[config.mk]
export PLATFORM = sky130hd
export DESIGN_NAME = adc_channel_and_conversion_control
export DESIGN_NICKNAME = d
export VERILOG_FILES = /design/src/adc_ctrl_pkg.sv /design/src/adc_channel_and_conversion_control.sv /design/src/adc_input_mux.sv
export VERILOG_INCLUDE_DIRS = /design/src
export SDC_FILE = /design/constraint.sdc
export NUM_CORES = 1
export LEC_CHECK = 0
export ABC_AREA = 1
export BUFFER_PORTS_ARGS = -buffer_cell sky130_fd_sc_hd__buf_2
export CAP_MARGIN = 30
export CORE_AREA = 3 3 92 94
export CTS_BUF_LIST = sky130_fd_sc_hd__clkbuf_16
export DETAILED_ROUTE_END_ITERATION = 6
export DIE_AREA = 0 0 95 97
export PLACE_DENSITY = 0.76
export SYNTH_ARGS = -nofsm -noshare
export SYNTH_HDL_FRONTEND = slang
export SYNTH_HIERARCHICAL = 1
export SYNTH_SLANG_ARGS = --single-unit
[constraint.sdc]
create_clock -name pclk -period 2.3 [get_ports pclk]
set_clock_uncertainty 0.15 [all_clocks]
set_input_delay 0 -clock pclk [delete_from_list [all_inputs] [get_ports pclk]]
set_output_delay 0 -clock pclk [all_outputs]
set_load 0.02 [all_outputs]
[src/adc_ctrl_consts.svh]
// Register offsets, field positions, reset values and timing counts
`ifndef ADC_CTRL_CONSTS_SVH
`define ADC_CTRL_CONSTS_SVH

// ==========================================================
// Register map (byte addresses)
`define CTRL_OFFSET 12'h000
`define RESULT_OFFSET 12'h004
`define ADDR_W 12

// ==========================================================
// Control register fields
`define POWER_BIT 0
`define TRIGGER_BIT 1
`define SELECT_LSB 2
`define SELECT_MSB 6
`define CTRL_RESET 8'h00

// ==========================================================
// Input select codes
`define SEL_RESERVED_LO 5'h04
`define SEL_RESERVED_HI 5'h1c
`define SEL_TEMP 5'h1d
`define SEL_DAC 5'h1e
`define SEL_FIXED_REF 5'h1f

// ==========================================================
// Conversion timing
`define CONV_BITS 10
`define BIT_TIME_NS 1000
`define CLK_PERIOD_NS 4

`endif

[src/adc_ctrl_pkg.sv]
// Types shared by the converter control block
package adc_ctrl_pkg;

	// ==========================================================
	// Conversion sequencer states
	typedef enum logic [2:0] {
		ST_IDLE = 3'b001,
		ST_CONV = 3'b010,
		ST_DONE = 3'b100
	} conv_state_t;

	// ==========================================================
	// Analog source picked by the select field
	typedef enum logic [7:0] {
		SRC_NONE = 8'h00,
		SRC_AN0 = 8'h01,
		SRC_AN1 = 8'h02,
		SRC_AN2 = 8'h04,
		SRC_AN3 = 8'h08,
		SRC_TEMP = 8'h10,
		SRC_DAC = 8'h20,
		SRC_FREF = 8'h40
	} source_t;

endpackage : adc_ctrl_pkg

[src/adc_channel_and_conversion_control.sv]
// Converter control register with APB access and conversion sequencer
//
// Local design decisions: the register addresses and the APB interface to the registers.
`include "adc_ctrl_consts.svh"

// Operation
// - Writing trigger one with power already on starts conversion
// - Trigger reads one while converting
// - Hardware clears trigger when conversion ends
// - Codes 00100 to 11100 connect nothing
// - Clearing trigger aborts, stores partial result
module adc_channel_and_conversion_control
	import adc_ctrl_pkg::*;
#(
	parameter int CONV_BITS = `CONV_BITS,
	parameter int BIT_TIME_NS = `BIT_TIME_NS
) (
	input wire logic pclk,
	input wire logic presetn,
	input wire logic psel,
	input wire logic penable,
	input wire logic pwrite,
	input wire logic [`ADDR_W-1:0] paddr,
	input wire logic [31:0] pwdata,
	input wire logic [3:0] pstrb,
	output logic [31:0] prdata,
	output logic pready,
	output logic pslverr,
	input wire logic comparator_out,
	output logic sample_hold,
	output logic converter_power_on,
	output source_t source_sel,
	output logic conversion_done
);

	// ==========================================================
	// Timing and counter widths
	// Cycles per converted bit, rounded down, at least one
	// Rounding down makes each bit a little shorter than asked; a slow
	// clock against a short bit time still gets one cycle per bit
	localparam int BIT_CYC_RAW = BIT_TIME_NS / `CLK_PERIOD_NS;
	localparam int BIT_CYC = (BIT_CYC_RAW < 1) ? 1 : BIT_CYC_RAW;
	localparam int CW = $clog2(BIT_CYC + 1);
	localparam int BW = $clog2(CONV_BITS + 1);

	// ==========================================================
	// State
	typedef struct packed {
		conv_state_t st;
		logic [4:0] sel;
		logic power;
		logic trigger;
		logic [CONV_BITS-1:0] sar;
		logic [CONV_BITS-1:0] result;
		logic [BW-1:0] bit_idx;
		logic [CW-1:0] cyc;
		logic last_bit;
		logic [31:0] rdata;
		logic ready;
		logic err;
		logic hold;
		logic done;
	} ctl_state_t;

	ctl_state_t s_reg;
	ctl_state_t s_next;

	// ==========================================================
	// Bus decode
	// Access phase decode; the ready term stops a second take of the
	// same transfer in the cycle where the answer stands
	logic acc;
	logic hit_ctrl;
	logic hit_res;
	assign acc = psel && penable && !s_reg.ready;
	assign hit_ctrl = paddr == `CTRL_OFFSET;
	assign hit_res = paddr == `RESULT_OFFSET;

	// ==========================================================
	// Helpers
	// Partial result: unconverted bits copy the last resolved bit
	// Bits at and below the trial position are not yet resolved
	function automatic logic [CONV_BITS-1:0] fill_partial(
		input logic [CONV_BITS-1:0] v,
		input logic [BW-1:0] idx,
		input logic lastb
	);
		logic [CONV_BITS-1:0] r;
		r = v;
		for (int i = 0; i < CONV_BITS; i++) begin
			if (i <= int'(idx)) begin
				r[i] = lastb;
			end
		end
		return r;
	endfunction : fill_partial

	// Control byte as software sees it
	function automatic logic [7:0] ctrl_byte(input ctl_state_t s);
		logic [7:0] b;
		b = 8'h00;
		b[`SELECT_MSB:`SELECT_LSB] = s.sel;
		b[`TRIGGER_BIT] = s.trigger;
		b[`POWER_BIT] = s.power;
		return b;
	endfunction : ctrl_byte

	// ==========================================================
	// Next-state logic: bus slave and successive approximation
	always_comb begin
		// Hold every field by default
		s_next = s_reg;
		// Answer, error and completion are one-cycle pulses
		s_next.ready = 1'b0;
		s_next.err = 1'b0;
		s_next.done = 1'b0;
		// Bus access: one wait state, answer in the second access cycle
		if (acc) begin
			s_next.ready = 1'b1;
			if (!pwrite) begin
				if (hit_ctrl) begin
					s_next.rdata = {24'h0, ctrl_byte(s_reg)};
				end else if (hit_res) begin
					s_next.rdata = 32'(s_reg.result);
				end else begin
					s_next.rdata = 32'h0;
					s_next.err = 1'b1;
				end
			end else if (hit_ctrl) begin
				if (pstrb[0]) begin
					s_next.sel = pwdata[`SELECT_MSB:`SELECT_LSB];
					s_next.power = pwdata[`POWER_BIT];
					s_next.trigger = pwdata[`TRIGGER_BIT];
				end
			end else if (!hit_res) begin
				s_next.err = 1'b1;
			end
		end
		// Sequencer
		unique case (s_reg.st)
			ST_IDLE: begin
				// Trigger without power is ignored; software powers first
				if (s_next.trigger && !s_reg.trigger) begin
					if (s_reg.power) begin
						s_next.st = ST_CONV;
						s_next.hold = 1'b1;
						s_next.sar = '0;
						s_next.sar[CONV_BITS-1] = 1'b1;
						s_next.bit_idx = BW'(CONV_BITS - 1);
						s_next.cyc = '0;
						// A fresh run must not inherit the old last bit
						s_next.last_bit = 1'b0;
					end else begin
						// Dropped: the bit reads back zero
						s_next.trigger = 1'b0;
					end
				end
			end
			ST_CONV: begin
				if (!s_next.trigger || !s_next.power) begin
					// Abort: store what was resolved so far
					s_next.result = fill_partial(s_reg.sar,
						s_reg.bit_idx, s_reg.last_bit);
					s_next.trigger = 1'b0;
					s_next.hold = 1'b0;
					s_next.st = ST_IDLE;
				end else if (s_reg.cyc == CW'(BIT_CYC - 1)) begin
					// End of a bit period: keep the comparator answer
					s_next.cyc = '0;
					s_next.sar[s_reg.bit_idx] = comparator_out;
					s_next.last_bit = comparator_out;
					if (s_reg.bit_idx == '0) begin
						s_next.st = ST_DONE;
					end else begin
						s_next.sar[s_reg.bit_idx - 1'b1] = 1'b1;
						s_next.bit_idx = s_reg.bit_idx - 1'b1;
					end
				end else begin
					// Still inside the bit period
					s_next.cyc = s_reg.cyc + 1'b1;
				end
			end
			ST_DONE: begin
				// Last bit settled: publish the result, drop the flag
				s_next.result = s_reg.sar;
				s_next.trigger = 1'b0;
				s_next.hold = 1'b0;
				s_next.done = 1'b1;
				s_next.st = ST_IDLE;
			end
		endcase
	end

	// ==========================================================
	// State register
	always_ff @(posedge pclk or negedge presetn) begin
		if (!presetn) begin
			s_reg <= '{st: ST_IDLE, rdata: 32'h0, default: '0};
		end else begin
			s_reg <= s_next;
		end
	end

	// ==========================================================
	// Analog source steering
	// The source follows the register one cycle late; software should
	// let it settle before starting a run on a new input
	adc_input_mux u_mux (
		.pclk(pclk),
		.presetn(presetn),
		.input_select_field(s_reg.sel),
		.converter_power_on(s_reg.power),
		.source_sel(source_sel)
	);

	// ==========================================================
	// Outputs, each straight from a flip-flop
	assign prdata = s_reg.rdata;
	assign pready = s_reg.ready;
	assign pslverr = s_reg.err;
	assign sample_hold = s_reg.hold;
	assign converter_power_on = s_reg.power;
	assign conversion_done = s_reg.done;

endmodule : adc_channel_and_conversion_control

[src/adc_input_mux.sv]
// Input select decoder that steers the analog multiplexer
`include "adc_ctrl_consts.svh"

module adc_input_mux
	import adc_ctrl_pkg::*;
(
	input wire logic pclk,
	input wire logic presetn,
	input wire logic [4:0] input_select_field,
	input wire logic converter_power_on,
	output source_t source_sel
);

	// ==========================================================
	// State
	typedef struct packed {
		source_t src;
	} mux_state_t;

	mux_state_t s_reg;
	mux_state_t s_next;

	// Decode code to one-hot source; powered-off converter sees nothing
	always_comb begin
		s_next = s_reg;
		if (!converter_power_on) begin
			s_next.src = SRC_NONE;
		end else if (input_select_field >= `SEL_RESERVED_LO &&
			input_select_field <= `SEL_RESERVED_HI) begin
			s_next.src = SRC_NONE;
		end else begin
			unique case (input_select_field)
				5'h00: s_next.src = SRC_AN0;
				5'h01: s_next.src = SRC_AN1;
				5'h02: s_next.src = SRC_AN2;
				5'h03: s_next.src = SRC_AN3;
				`SEL_TEMP: s_next.src = SRC_TEMP;
				`SEL_DAC: s_next.src = SRC_DAC;
				default: s_next.src = SRC_FREF;
			endcase
		end
	end

	// Register so the mux select is glitch free
	always_ff @(posedge pclk or negedge presetn) begin
		if (!presetn) begin
			s_reg <= '{src: SRC_NONE};
		end else begin
			s_reg <= s_next;
		end
	end

	assign source_sel = s_reg.src;

endmodule : adc_input_mux

==> Implementation_results.wiki, run 1 <==
{| class="wikitable"
! Metric !! Value
|-
| Wire length of the first global-routing pass || 14200 µm
|-
| Antenna violations before repair || 0
|-
| #FFs+latches synth || 64
|-
| Total design power || 0.00494 W
|-
| Synthesis-to-layout area growth || 15.4%
|-
| Combinational family with the most area after synthesis || simple AND/OR/NAND/NOR gates
|-
| Share of synthesized flip-flops with an asynchronous set or reset || 100%
|-
| Die outline area || 9220 µm²
|-
| TritonCTS clock tree || done
|-
| Via density per instance || 5.09
|-
| Number of buffers on the longest clock path || 2
|-
| Avg Cell Area, Syn || 8.20 µm²
|-
| Aggregate negative setup slack || 0 ps
|-
| Detail-routed net length per standard cell || 13.5 µm
|-
| Relative slew slack || 53.9%
|-
| Layout cells sized above 1 || 24.5%
|-
| Die span in y || 97 µm
|-
| Global routing usage summed across all routing layers || 19.3%
|-
| IO Pins || 99
|-
| Setup repair after global routing missed its margin || no
|-
| Setup violators final || 0
|-
| # Max-Cap Violations || 0
|-
| Synth Instances || 477
|-
| Antenna diode instance count || 0
|-
| Overall overflow remaining after global route || 0
|-
| Final antenna-violating net count || 0
|-
| Drt total wl || 8590 µm
|-
| Final nets || 589
|-
| Largest vdd supply drop || 471 µV
|-
| XOR/XNOR Fraction of Synth Area || 1.12%
|-
| Depth of the CTS H-tree || 3
|-
| Chip Width || 95 µm
|-
| Total placed instance area || 4100 µm²
|-
| Share of the cycle needed by the critical path after routing || 93.0%
|-
| Hold Path Class || input port to flop
|-
| Main area contributors after synthesis || sky130_fd_sc_hd__dfrtp_1, sky130_fd_sc_hd__nand2_1, sky130_fd_sc_hd__buf_4
|-
| Leading cell types in the layout, fill and taps excluded || sky130_fd_sc_hd__nand2_1, sky130_fd_sc_hd__dfrtp_1, sky130_fd_sc_hd__buf_2
|-
| Count of vias placed by the detailed router || 3236
|-
| Number of setup buffers added after CTS || 0
|-
| Drt first-iter violations || 195
|-
| Number of pins exceeding their max-slew limit in the final report || 0
|-
| Endpoint kind of the worst setup timing path || flop
|-
| Adder-cell area share of the yosys netlist || 1.92%
|-
| Floorplan row count || 32
|-
| Cts bufs inserted || 9
|-
| # DRC || 0
|-
| Clock-pin slew on the worst setup and hold paths || 50 ps
|-
| Static leakage || 2.29 nW
|-
| Fraction of the mapped netlist area in compound gates || 11.1%
|-
| Type of element launching the critical path || flop
|-
| Data required time of the critical path || 2360 ps
|-
| Flip-flop count of the largest register, all copies and words added || 42
|-
| Time the worst path needs with I/O delays and setup || 2140 ps
|-
| Endpoint arrival time on the critical path || 2190 ps
|-
| Number of synthesis warnings || 6
|-
| IO buf count || 47
|-
| Placed wire-length estimate || 6130 µm
|-
| CTS root buffer || sky130_fd_sc_hd__clkbuf_16
|-
| Final cell area excluding filler cells || 4520 µm²
|-
| First-pass iteration count of the detailed router || 4
|-
| Count of final hold-check violations || 0
|-
| Sequential area share after synthesis || 41.0%
|-
| Status || completed
|-
| Initial core utilization || 50.6%
|-
| Number of synthesized flops with an enable pin || 0
|-
| Fillcell total || 688
|-
| Routability Congestion || 0.919
|-
| Pin count of the biggest net entering global routing || 36
|-
| Number of distinct library cell variants in the gate-level netlist after synthesis || 46
|-
| Number of sinks driven by the clock tree || 64
|-
| Most area-hungry cell type in the Yosys netlist || sky130_fd_sc_hd__dfrtp_1
|-
| Core footprint || 7730 µm²
|-
| Clock latency at the later pin of the worst-skew pair || 330 ps
|-
| Area share of the largest cell type after synthesis || 40.3%
|-
| Mux contribution to synthesized area || 3.97%
|-
| Max Clk Rate || 468 MHz
|-
| Via count of the first global-routing pass || 3073
|-
| Most common cell after layout, fill and taps aside || sky130_fd_sc_hd__nand2_1
|-
| Flip-flop cell with the highest count after synthesis || sky130_fd_sc_hd__dfrtp_1
|-
| Crit Path Class || flop to flop
|-
| Pwr Density || 1090 nW/µm²
|-
| Measured slew at the worst slew-check pin || 692 ps
|-
| Area of the mapped netlist || 3910 µm²
|-
| Post-synthesis simple-gate area fraction || 26.8%
|-
| Worst Path Max Fanout || 13
|}
synthesized netlist by cell type, types with 2 or more instances:
library cell and number:
sky130_fd_sc_hd__a21oi_1 11, sky130_fd_sc_hd__a31oi_1 2, sky130_fd_sc_hd__buf_2 4, sky130_fd_sc_hd__buf_4 34, sky130_fd_sc_hd__buf_6 3, sky130_fd_sc_hd__clkbuf_1 3, sky130_fd_sc_hd__conb_1 2, sky130_fd_sc_hd__dfrtp_1 63
sky130_fd_sc_hd__ha_1 6, sky130_fd_sc_hd__inv_1 43, sky130_fd_sc_hd__inv_2 10, sky130_fd_sc_hd__mux2_1 3, sky130_fd_sc_hd__mux2_2 9, sky130_fd_sc_hd__mux2i_1 2, sky130_fd_sc_hd__nand2_1 107, sky130_fd_sc_hd__nand2_2 6
sky130_fd_sc_hd__nand2_4 4, sky130_fd_sc_hd__nand3_1 25, sky130_fd_sc_hd__nand3_2 3, sky130_fd_sc_hd__nand4_1 22, sky130_fd_sc_hd__nor2_1 34, sky130_fd_sc_hd__nor2_2 3, sky130_fd_sc_hd__o21ai_0 26, sky130_fd_sc_hd__o21ai_1 4
sky130_fd_sc_hd__o21ai_2 15, sky130_fd_sc_hd__o22ai_1 3, sky130_fd_sc_hd__o31ai_1 7, sky130_fd_sc_hd__or2_2 2, sky130_fd_sc_hd__xnor2_1 3, sky130_fd_sc_hd__xor2_1 2
final cells by class:
class	count	area (µm²)	area share (%)
clock buffer	9	225	4.99
tap	102	128	2.83
sequential	64	1600	35.5
inverter	54	204	4.52
timing repair buffer	66	415	9.20
clock inverter	7	96.3	2.13
multi-input combinational	334	1850	40.9
cell families after synthesis:
group / after synthesis
AO/OA/AOI/OAI: 70
XOR/XNOR: 5
adder cells (fa/ha/maj): 6
buffers and inverters: 100
flip-flops: 64
multiplexers: 14
other: 2
AND/OR/NAND/NOR: 216
repair_timing:
action                    in CTS  in global routing
gates resized for setup        0                  0
hold endpoints to repair      39                  0
hold buffers                  10                  0
worst max-delay path: stages (launching register included):
cell and delay, ps:
sky130_fd_sc_hd__dfrtp_1 370, sky130_fd_sc_hd__inv_1 50, sky130_fd_sc_hd__nand3_1 80, sky130_fd_sc_hd__dlygate4sd3_1 590
sky130_fd_sc_hd__inv_1 80, sky130_fd_sc_hd__nand2_1 290, sky130_fd_sc_hd__mux2_1 410
where the power goes:
group	internal [W]	switching (W)	total, W	leakage [nW]
sequential	0.00137	0.000221	0.00159	0.857
combinational	0.000635	0.00127	0.00191	1.28
clock	0.000947	0.000502	0.00145	0.149
worst paths after layout:
path	to	slack, ps	from	cells after the start
max	prdata[6]	160	pready	6
min	converter_power_on	20	pwdata[0]	7
max reg2reg	prdata[6]	160	pready	6
min reg2reg	prdata[8]	330	prdata[8]	2
max in group asynchronous	s_reg[76]	1220	presetn	3
min in group asynchronous	u_mux/source_sel[2]	110	presetn	2
routing by layer:
layer  GRT usage, %  vias to the layer above  share of wire, %
met5              0                        -                 0
met4           6.66                        0              0.70
met3           4.59                        6               6.0
met2           32.6                      110                50
met1           23.6                     1505                44
li1               -                     1615                 -
stage by stage:
step | utilization (%) | cells | setup slack (ps) | hold WS (ps)
3_5_place_dp | 53.0 | 610 | 275 | -58.7
5_1_grt | 58.5 | 636 | 38.7 | 70.5
6_report | 58.5 | 636 | 162 | 19.6
3_3_place_gp | 53.0 | 610 | 297 | -78.3
2_1_floorplan | - | 498 | 435 | -446
4_1_cts | 58.5 | 636 | 166 | 3.27
Note: power is estimated with default switching activity, not from simulation.
==> inputs of run 2 (changes only) <==
Settings changed: ABC_AREA 1 to unset, CORE_AREA 3 3 92 94 to 8 8 97 99, DIE_AREA 0 0 95 97 to 0 0 105 107.
==> run 2 against run 1 <==
  * Critical path type unchanged
  * Via count shrank 2.1%
  * Sequential cell count is the same
  * Largest cell class unchanged
  * Power shrank 49%
  * Sequential power shrank 29%
  * Largest power group is now clock
  * Register-to-register slack lost 20 ps
==> Implementation_results.wiki, run 2 <==
{| class="wikitable"
! Metric !! Value
|-
| Wire length of the first global-routing pass || 15900 µm
|-
| Time the worst path needs with I/O delays and setup || 2160 ps
|-
| Overall overflow remaining after global route || 0
|-
| Antenna diode instance count || 0
|-
| # Max-Cap Violations || 0
|-
| Floorplan row count || 33
|-
| Destination of the worst hold path || prdata[9]
|-
| Layer with the highest usage || met2
|-
| Share of synthesized flip-flops with an asynchronous set or reset || 100%
|-
| Crit Path Class || flop to flop
|-
| Most area-hungry cell type in the Yosys netlist || sky130_fd_sc_hd__dfrtp_1
|-
| Count of vias placed by the detailed router || 3169
|-
| Most numerous cell types in the synthesized netlist || sky130_fd_sc_hd__dfrtp_1, sky130_fd_sc_hd__nand2_1, sky130_fd_sc_hd__buf_4, sky130_fd_sc_hd__nor2_1, sky130_fd_sc_hd__mux2i_1
|-
| First-pass iteration count of the detailed router || 4
|-
| Setup violators final || 0
|-
| Largest vdd supply drop || 295 µV
|-
| Area share of the largest cell type after synthesis || 40.3%
|-
| Final antenna-violating net count || 0
|-
| Endpoint kind of the worst setup timing path || flop
|-
| Flip-flop cell with the highest count after synthesis || sky130_fd_sc_hd__dfrtp_1
|-
| Final nets || 525
|-
| Count of final hold-check violations || 0
|-
| Synth Instances || 400
|-
| Met3 layer usage reported by global route || 5.04%
|-
| Setup repair after global routing missed its margin || no
|-
| Fillcell total || 688
|-
| Leading cell types in the layout, fill and taps excluded || sky130_fd_sc_hd__dfrtp_1, sky130_fd_sc_hd__buf_2, sky130_fd_sc_hd__nand2_1
|-
| Detail-routed net length per standard cell || 16.2 µm
|-
| IO Pins || 99
|-
| Max Clk Rate || 463 MHz
|-
| GR Util met2 || 29.2%
|-
| Main area contributors after synthesis || sky130_fd_sc_hd__dfrtp_1, sky130_fd_sc_hd__buf_4, sky130_fd_sc_hd__mux2i_1
|-
| Via density per instance || 5.51
|-
| Initial core utilization || 49.4%
|-
| Area of the mapped netlist || 3920 µm²
|-
| Placed Cells incl. Taps || 547
|-
| Met1 track demand over resource || 20.1%
|-
| Antenna violations before repair || 0
|-
| Drt total wl || 9340 µm
|-
| Pin count of the biggest net entering global routing || 65
|-
| Worst R2R Path Depth || 5
|-
| Global routing usage summed across all routing layers || 17.2%
|-
| CTS root buffer || sky130_fd_sc_hd__clkbuf_16
|-
| Synthesis-to-layout area growth || 17.9%
|-
| #FFs+latches synth || 64
|-
| Type of element launching the critical path || flop
|-
| Status || completed
|-
| TritonCTS clock tree || done
|-
| Aggregate negative setup slack || 0 ps
|-
| Layout cells sized above 1 || 27.2%
|-
| Number of synthesis warnings || 6
|-
| Die span in y || 107 µm
|-
| Via count of the first global-routing pass || 3300
|-
| Routability Congestion || 0.895
|-
| Placed wire-length estimate || 6780 µm
|-
| Leading cell type by number of instances after synthesis || sky130_fd_sc_hd__dfrtp_1
|-
| Chip Width || 105 µm
|-
| Cts bufs inserted || 9
|-
| Number of setup buffers added after CTS || 0
|-
| Pwr Density || 541 nW/µm²
|-
| Share of the cycle needed by the critical path after routing || 94.0%
|-
| Sequential area share after synthesis || 40.9%
|-
| Origin of the worst min-delay path || paddr[2]
|-
| Flip-flop count of the largest register, all copies and words added || 42
|-
| Worst Path Max Fanout || 11
|-
| Die outline area || 11200 µm²
|-
| Number of sinks driven by the clock tree || 64
|-
| Number of buffers on the longest clock path || 2
|-
| Endpoint arrival time on the critical path || 2220 ps
|-
| Hold Path Class || input port to flop
|-
| Clock latency at the later pin of the worst-skew pair || 320 ps
|-
| Drt first-iter violations || 171
|-
| Measured slew at the worst slew-check pin || 787 ps
|-
| Worst reg2reg path endpoint || s_reg[49]
|-
| Avg Cell Area, Syn || 9.79 µm²
|-
| Hold Worst Slack || 14.3 ps
|-
| Number of distinct library cell variants in the gate-level netlist after synthesis || 66
|-
| Depth of the CTS H-tree || 3
|-
| Relative slew slack || 47.5%
|-
| Start of the worst register-to-register path || pready
|-
| Core footprint || 7930 µm²
|-
| Register-to-register setup slack || 140 ps
|-
| Data required time of the critical path || 2360 ps
|-
| Static leakage || 2.17 nW
|-
| Clock-pin slew on the worst setup and hold paths || 60 ps
|-
| WHS Path Cells || 4
|-
| # DRC || 0
|-
| IO buf count || 47
|-
| Number of synthesized flops with an enable pin || 0
|-
| Number of pins exceeding their max-slew limit in the final report || 0
|-
| Number of non-filler instances in the completed layout || 575
|-
| Most common cell after layout, fill and taps aside || sky130_fd_sc_hd__dfrtp_1
|}
==> run 2: cell count changes in the layout (fill, tap and decap cells not counted), sizes merged, moves of 7 or more <==
cell / before / now
nand2: 117 / 39
inv: 53 / 14
o21ai: 45 / 19
nand4: 23 / 4
buf: 56 / 73
mux2i: 2 / 18
mux2: 12 / 26
nor2: 39 / 25
nand3: 29 / 17
and3: 0 / 8
nand2b: 0 / 7
==> run 2: how the worst max path moves through the flow <==
stage / start / endpoint / slack, ps / cells after the start
6_report: pready / s_reg[49] / 140 / 5
5_1_grt: pready / s_reg[58] / 1 / 5
4_1_cts: s_reg[78] / s_reg[67] / 70 / 6
3_5_place_dp: pready / s_reg[49] / 30 / 5
3_3_place_gp: pready / s_reg[49] / 70 / 5
2_1_floorplan: pready / s_reg[50] / 150 / 7
==> run 2: power by group <==
group          internal (W)  switching, W  total, W
Combinational     0.0000417     0.0000892  0.000131
Clock              0.000727      0.000509   0.00124
Sequential          0.00113    0.00000104   0.00113
==> run 2: kinds of logic (layout without fill, tap and decap cells) <==
logic type	count (synthesis)	in the layout	share of synthesized area [%]
AO/OA/AOI/OAI	87	87	16.1
multiplexers	44	44	12.5
other	2	23	0.192
buffers and inverters	65	114	10.1
adder cells (fa/ha/maj)	6	6	1.92
flip-flops	64	64	40.9
AND/OR/NAND/NOR	132	132	18.3
==> run 2: layout make-up <==
type | count | area [µm²] | share of cell area (%)
Multi-Input combinational cell | 292 | 2010 | 43.6
Timing Repair Buffer | 85 | 551 | 11.9
Inverter | 13 | 48.8 | 1.06
Clock inverter | 7 | 47.5 | 1.03
Tap cell | 105 | 131 | 2.85
Clock buffer | 9 | 225 | 4.88
Sequential cell | 64 | 1600 | 34.7
==> run 2: timing repair <==
| action | 4_1_cts | 5_1_grt |
|---|---|---|
| hold endpoints to repair | 75 | 0 |
| gates resized for setup | 1 | 2 |
| endpoints found under the setup margin | 4 | 15 |
| hold buffers | 12 | 0 |
==> run 2: per-layer routing <==
| layer | wire length [µm] | vias to the layer above |
|---|---|---|
| li1 | - | 1519 |
| met4 | 106 | 0 |
| met5 | 0 | - |
| met2 | 4730 | 115 |
| met3 | 674 | 11 |
| met1 | 3830 | 1524 |
==> run 2: through the flow <==
step	utilization (%)	power [W]	cell area, µm²	worst slack, ps
2_1_floorplan	-	0.00124	3990	151
6_report	58.2	0.00250	4620	138
3_5_place_dp	53.1	0.00126	4210	29.9
3_3_place_gp	53.1	0.00126	4210	69.6
5_1_grt	58.2	0.00260	4620	1.12
4_1_cts	58.2	0.00253	4610	67.6
==> run 2: worst max-delay path, cell delays in order (launching register included) <==
cell,delay [ps]
sky130_fd_sc_hd__dfrtp_1,390
sky130_fd_sc_hd__nor4bb_1,350
sky130_fd_sc_hd__and4_1,300
sky130_fd_sc_hd__mux2i_2,110
sky130_fd_sc_hd__o21ai_4,360
sky130_fd_sc_hd__mux2_2,380
==> inputs of run 3 (changes only) <==
Settings changed: CTS_BUF_LIST sky130_fd_sc_hd__clkbuf_16 to sky130_fd_sc_hd__clkbuf_8.
==> run 3 against run 2 <==
  * Clock power shrank 31%
  * Worst setup slack better by 24 ps
  * Non-clock buffer count up 2
  * Cell area fell by 1.6%
  * Combinational power barely moved
  * Global-route usage is 0.060 points higher
  * Register-to-register slack improved by 20 ps
  * Critical path depth is 2 higher
  * First-iteration DRC count up 33%
  * Worst hold slack got worse by 4.4 ps
==> Implementation_results.wiki, run 3 (synthesis results as in run 2) <==
{| class="wikitable"
! Metric !! Value
|-
| Max Clk Rate || 468 MHz
|-
| Type of element launching the critical path || flop
|-
| IO Pins || 99
|-
| Critical-path cell with the highest stage delay || sky130_fd_sc_hd__dfrtp_1
|-
| Share of the cycle needed by the critical path after routing || 93.0%
|-
| Placed Cells incl. Taps || 547
|-
| Wire length of the first global-routing pass || 15900 µm
|-
| CP Depth || 7
|-
| Static leakage || 2.14 nW
|-
| Hold Worst Slack || 9.88 ps
|-
| IO buf count || 47
|-
| Data required time of the critical path || 2420 ps
|-
| WHS Path Cells || 4
|-
| Number of setup buffers added after CTS || 0
|-
| CTS root buffer || sky130_fd_sc_hd__clkbuf_8
|-
| Final antenna-violating net count || 0
|-
| CP bufs+invs || 1
|-
| Final cell area excluding filler cells || 4540 µm²
|-
| Number of sinks driven by the clock tree || 64
|-
| Via count of the first global-routing pass || 3252
|-
| Fillcell total || 703
|-
| Detail-routed net length per standard cell || 16.0 µm
|-
| Global routing usage summed across all routing layers || 17.3%
|-
| Antenna diode instance count || 0
|-
| Relative slew slack || 47.2%
|-
| Initial core utilization || 49.4%
|-
| Setup repair after global routing missed its margin || no
|-
| Chip Width || 105 µm
|-
| Cell class contributing the biggest share of worst-path delay || simple AND/OR/NAND/NOR gates
|-
| Largest vdd supply drop || 299 µV
|-
| TritonCTS clock tree || done
|-
| Final nets || 527
|-
| Clock-pin slew on the worst setup and hold paths || 80 ps
|-
| Setup violators final || 0
|-
| First-pass iteration count of the detailed router || 4
|-
| Pwr Density || 467 nW/µm²
|-
| Measured slew at the worst slew-check pin || 791 ps
|-
| Via density per instance || 5.43
|-
| Drt first-iter violations || 228
|-
| Synthesis-to-layout area growth || 16.0%
|-
| Number of pins exceeding their max-slew limit in the final report || 0
|-
| Die outline area || 11200 µm²
|-
| Flip-flop count of the largest register, all copies and words added || 42
|-
| Die span in y || 107 µm
|-
| Number of non-filler instances in the completed layout || 577
|-
| Crit Path Class || flop to flop
|-
| Overall overflow remaining after global route || 0
|-
| Clock latency at the later pin of the worst-skew pair || 340 ps
|-
| Routability Congestion || 0.895
|-
| Number of buffers on the longest clock path || 2
|-
| Aggregate negative setup slack || 0 ps
|-
| Cell Chain, Critical Path || inv_1 -> ha_1 -> nor2_1 -> nand2_1 -> or3_1 -> a221oi_1 -> a2bb2oi_1
|-
| Endpoint kind of the worst setup timing path || flop
|-
| Drt total wl || 9230 µm
|-
| Time the worst path needs with I/O delays and setup || 2140 ps
|-
| Core footprint || 7930 µm²
|-
| Total placed instance area || 4210 µm²
|-
| Status || completed
|-
| # DRC || 0
|-
| Cts bufs inserted || 9
|-
| Layout cells sized above 1 || 27.3%
|-
| Placed wire-length estimate || 6780 µm
|-
| Most common cell after layout, fill and taps aside || sky130_fd_sc_hd__dfrtp_1
|-
| Worst R2R Path Depth || 7
|-
| # Max-Cap Violations || 0
|-
| Leading cell types in the layout, fill and taps excluded || sky130_fd_sc_hd__dfrtp_1, sky130_fd_sc_hd__buf_2, sky130_fd_sc_hd__nand2_1
|-
| Largest stage delay on the critical path || 350 ps
|-
| Pin count of the biggest net entering global routing || 65
|-
| Hold Path Class || input port to flop
|-
| Worst Path Max Fanout || 8
|-
| Floorplan row count || 33
|-
| Endpoint arrival time on the critical path || 2250 ps
|-
| Count of vias placed by the detailed router || 3133
|-
| Depth of the CTS H-tree || 3
|-
| Antenna violations before repair || 0
|-
| Count of final hold-check violations || 0
|}
[run 3: changes by cell type in the layout (fill, tap and decap cells not counted), sizes merged]
cell         change
dlygate4sd3      +2
[run 3: layer usage]
layer | vias to the layer above | track usage (%) | wire length [µm]
met5 | - | 0 | 0
met4 | 0 | 6.12 | 170
met3 | 15 | 5.28 | 654
met2 | 111 | 29.0 | 4510
met1 | 1489 | 20.6 | 3900
li1 | 1518 | - | -
[run 3: repair_timing]
item                       4_1_cts  5_1_grt
hold buffers                    14        0
gates cloned                     0        0
resized for setup                1        3
setup endpoints to repair        1       16
hold endpoints to repair        82        0
pin swaps                        0        0
[run 3: worst paths after layout]
kind / from / end / slack [ps]
worst max-delay path: s_reg[45] / s_reg[59] / 160
min in group asynchronous: presetn / s_reg[37] / 200
worst min-delay path: paddr[7] / prdata[5] / 10
worst max register to register: s_reg[45] / s_reg[59] / 160
worst min register to register: prdata[0] / prdata[0] / 320
max in group asynchronous: presetn / s_reg[74] / 1270
[run 3: final cells by class]
class,count,area [µm²],share of cell area (%)
sequential,64,1600,35.3
clock buffer,9,124,2.73
multi-input combinational,292,2020,44.4
inverter,13,48.8,1.07
timing repair buffer,87,571,12.6
clock inverter,7,47.5,1.05
tap,105,131,2.89
[run 3: per-stage QoR]
step           total power (W)  setup WS, ps  utilization (%)
2_1_floorplan          0.00124           151                -
3_3_place_gp           0.00126          69.6             53.1
3_5_place_dp           0.00126          29.9             53.1
4_1_cts                0.00214          69.3             57.1
5_1_grt                0.00222          21.4             57.3
6_report               0.00212           162             57.3
[run 3: report_power, final]
group	switching [W]	internal, W	total (W)
registers	0.00000117	0.00113	0.00113
clock network	0.000467	0.000390	0.000857
logic	0.0000897	0.0000445	0.000134
total	0.000558	0.00156	0.00212
[run 3: worst min-delay path: cells and delay by family]
kind                   cells  cell delay [ps]
AND/OR/NAND/NOR            2              260
buffers and inverters      1               80
AO/OA/AOI/OAI              1              120
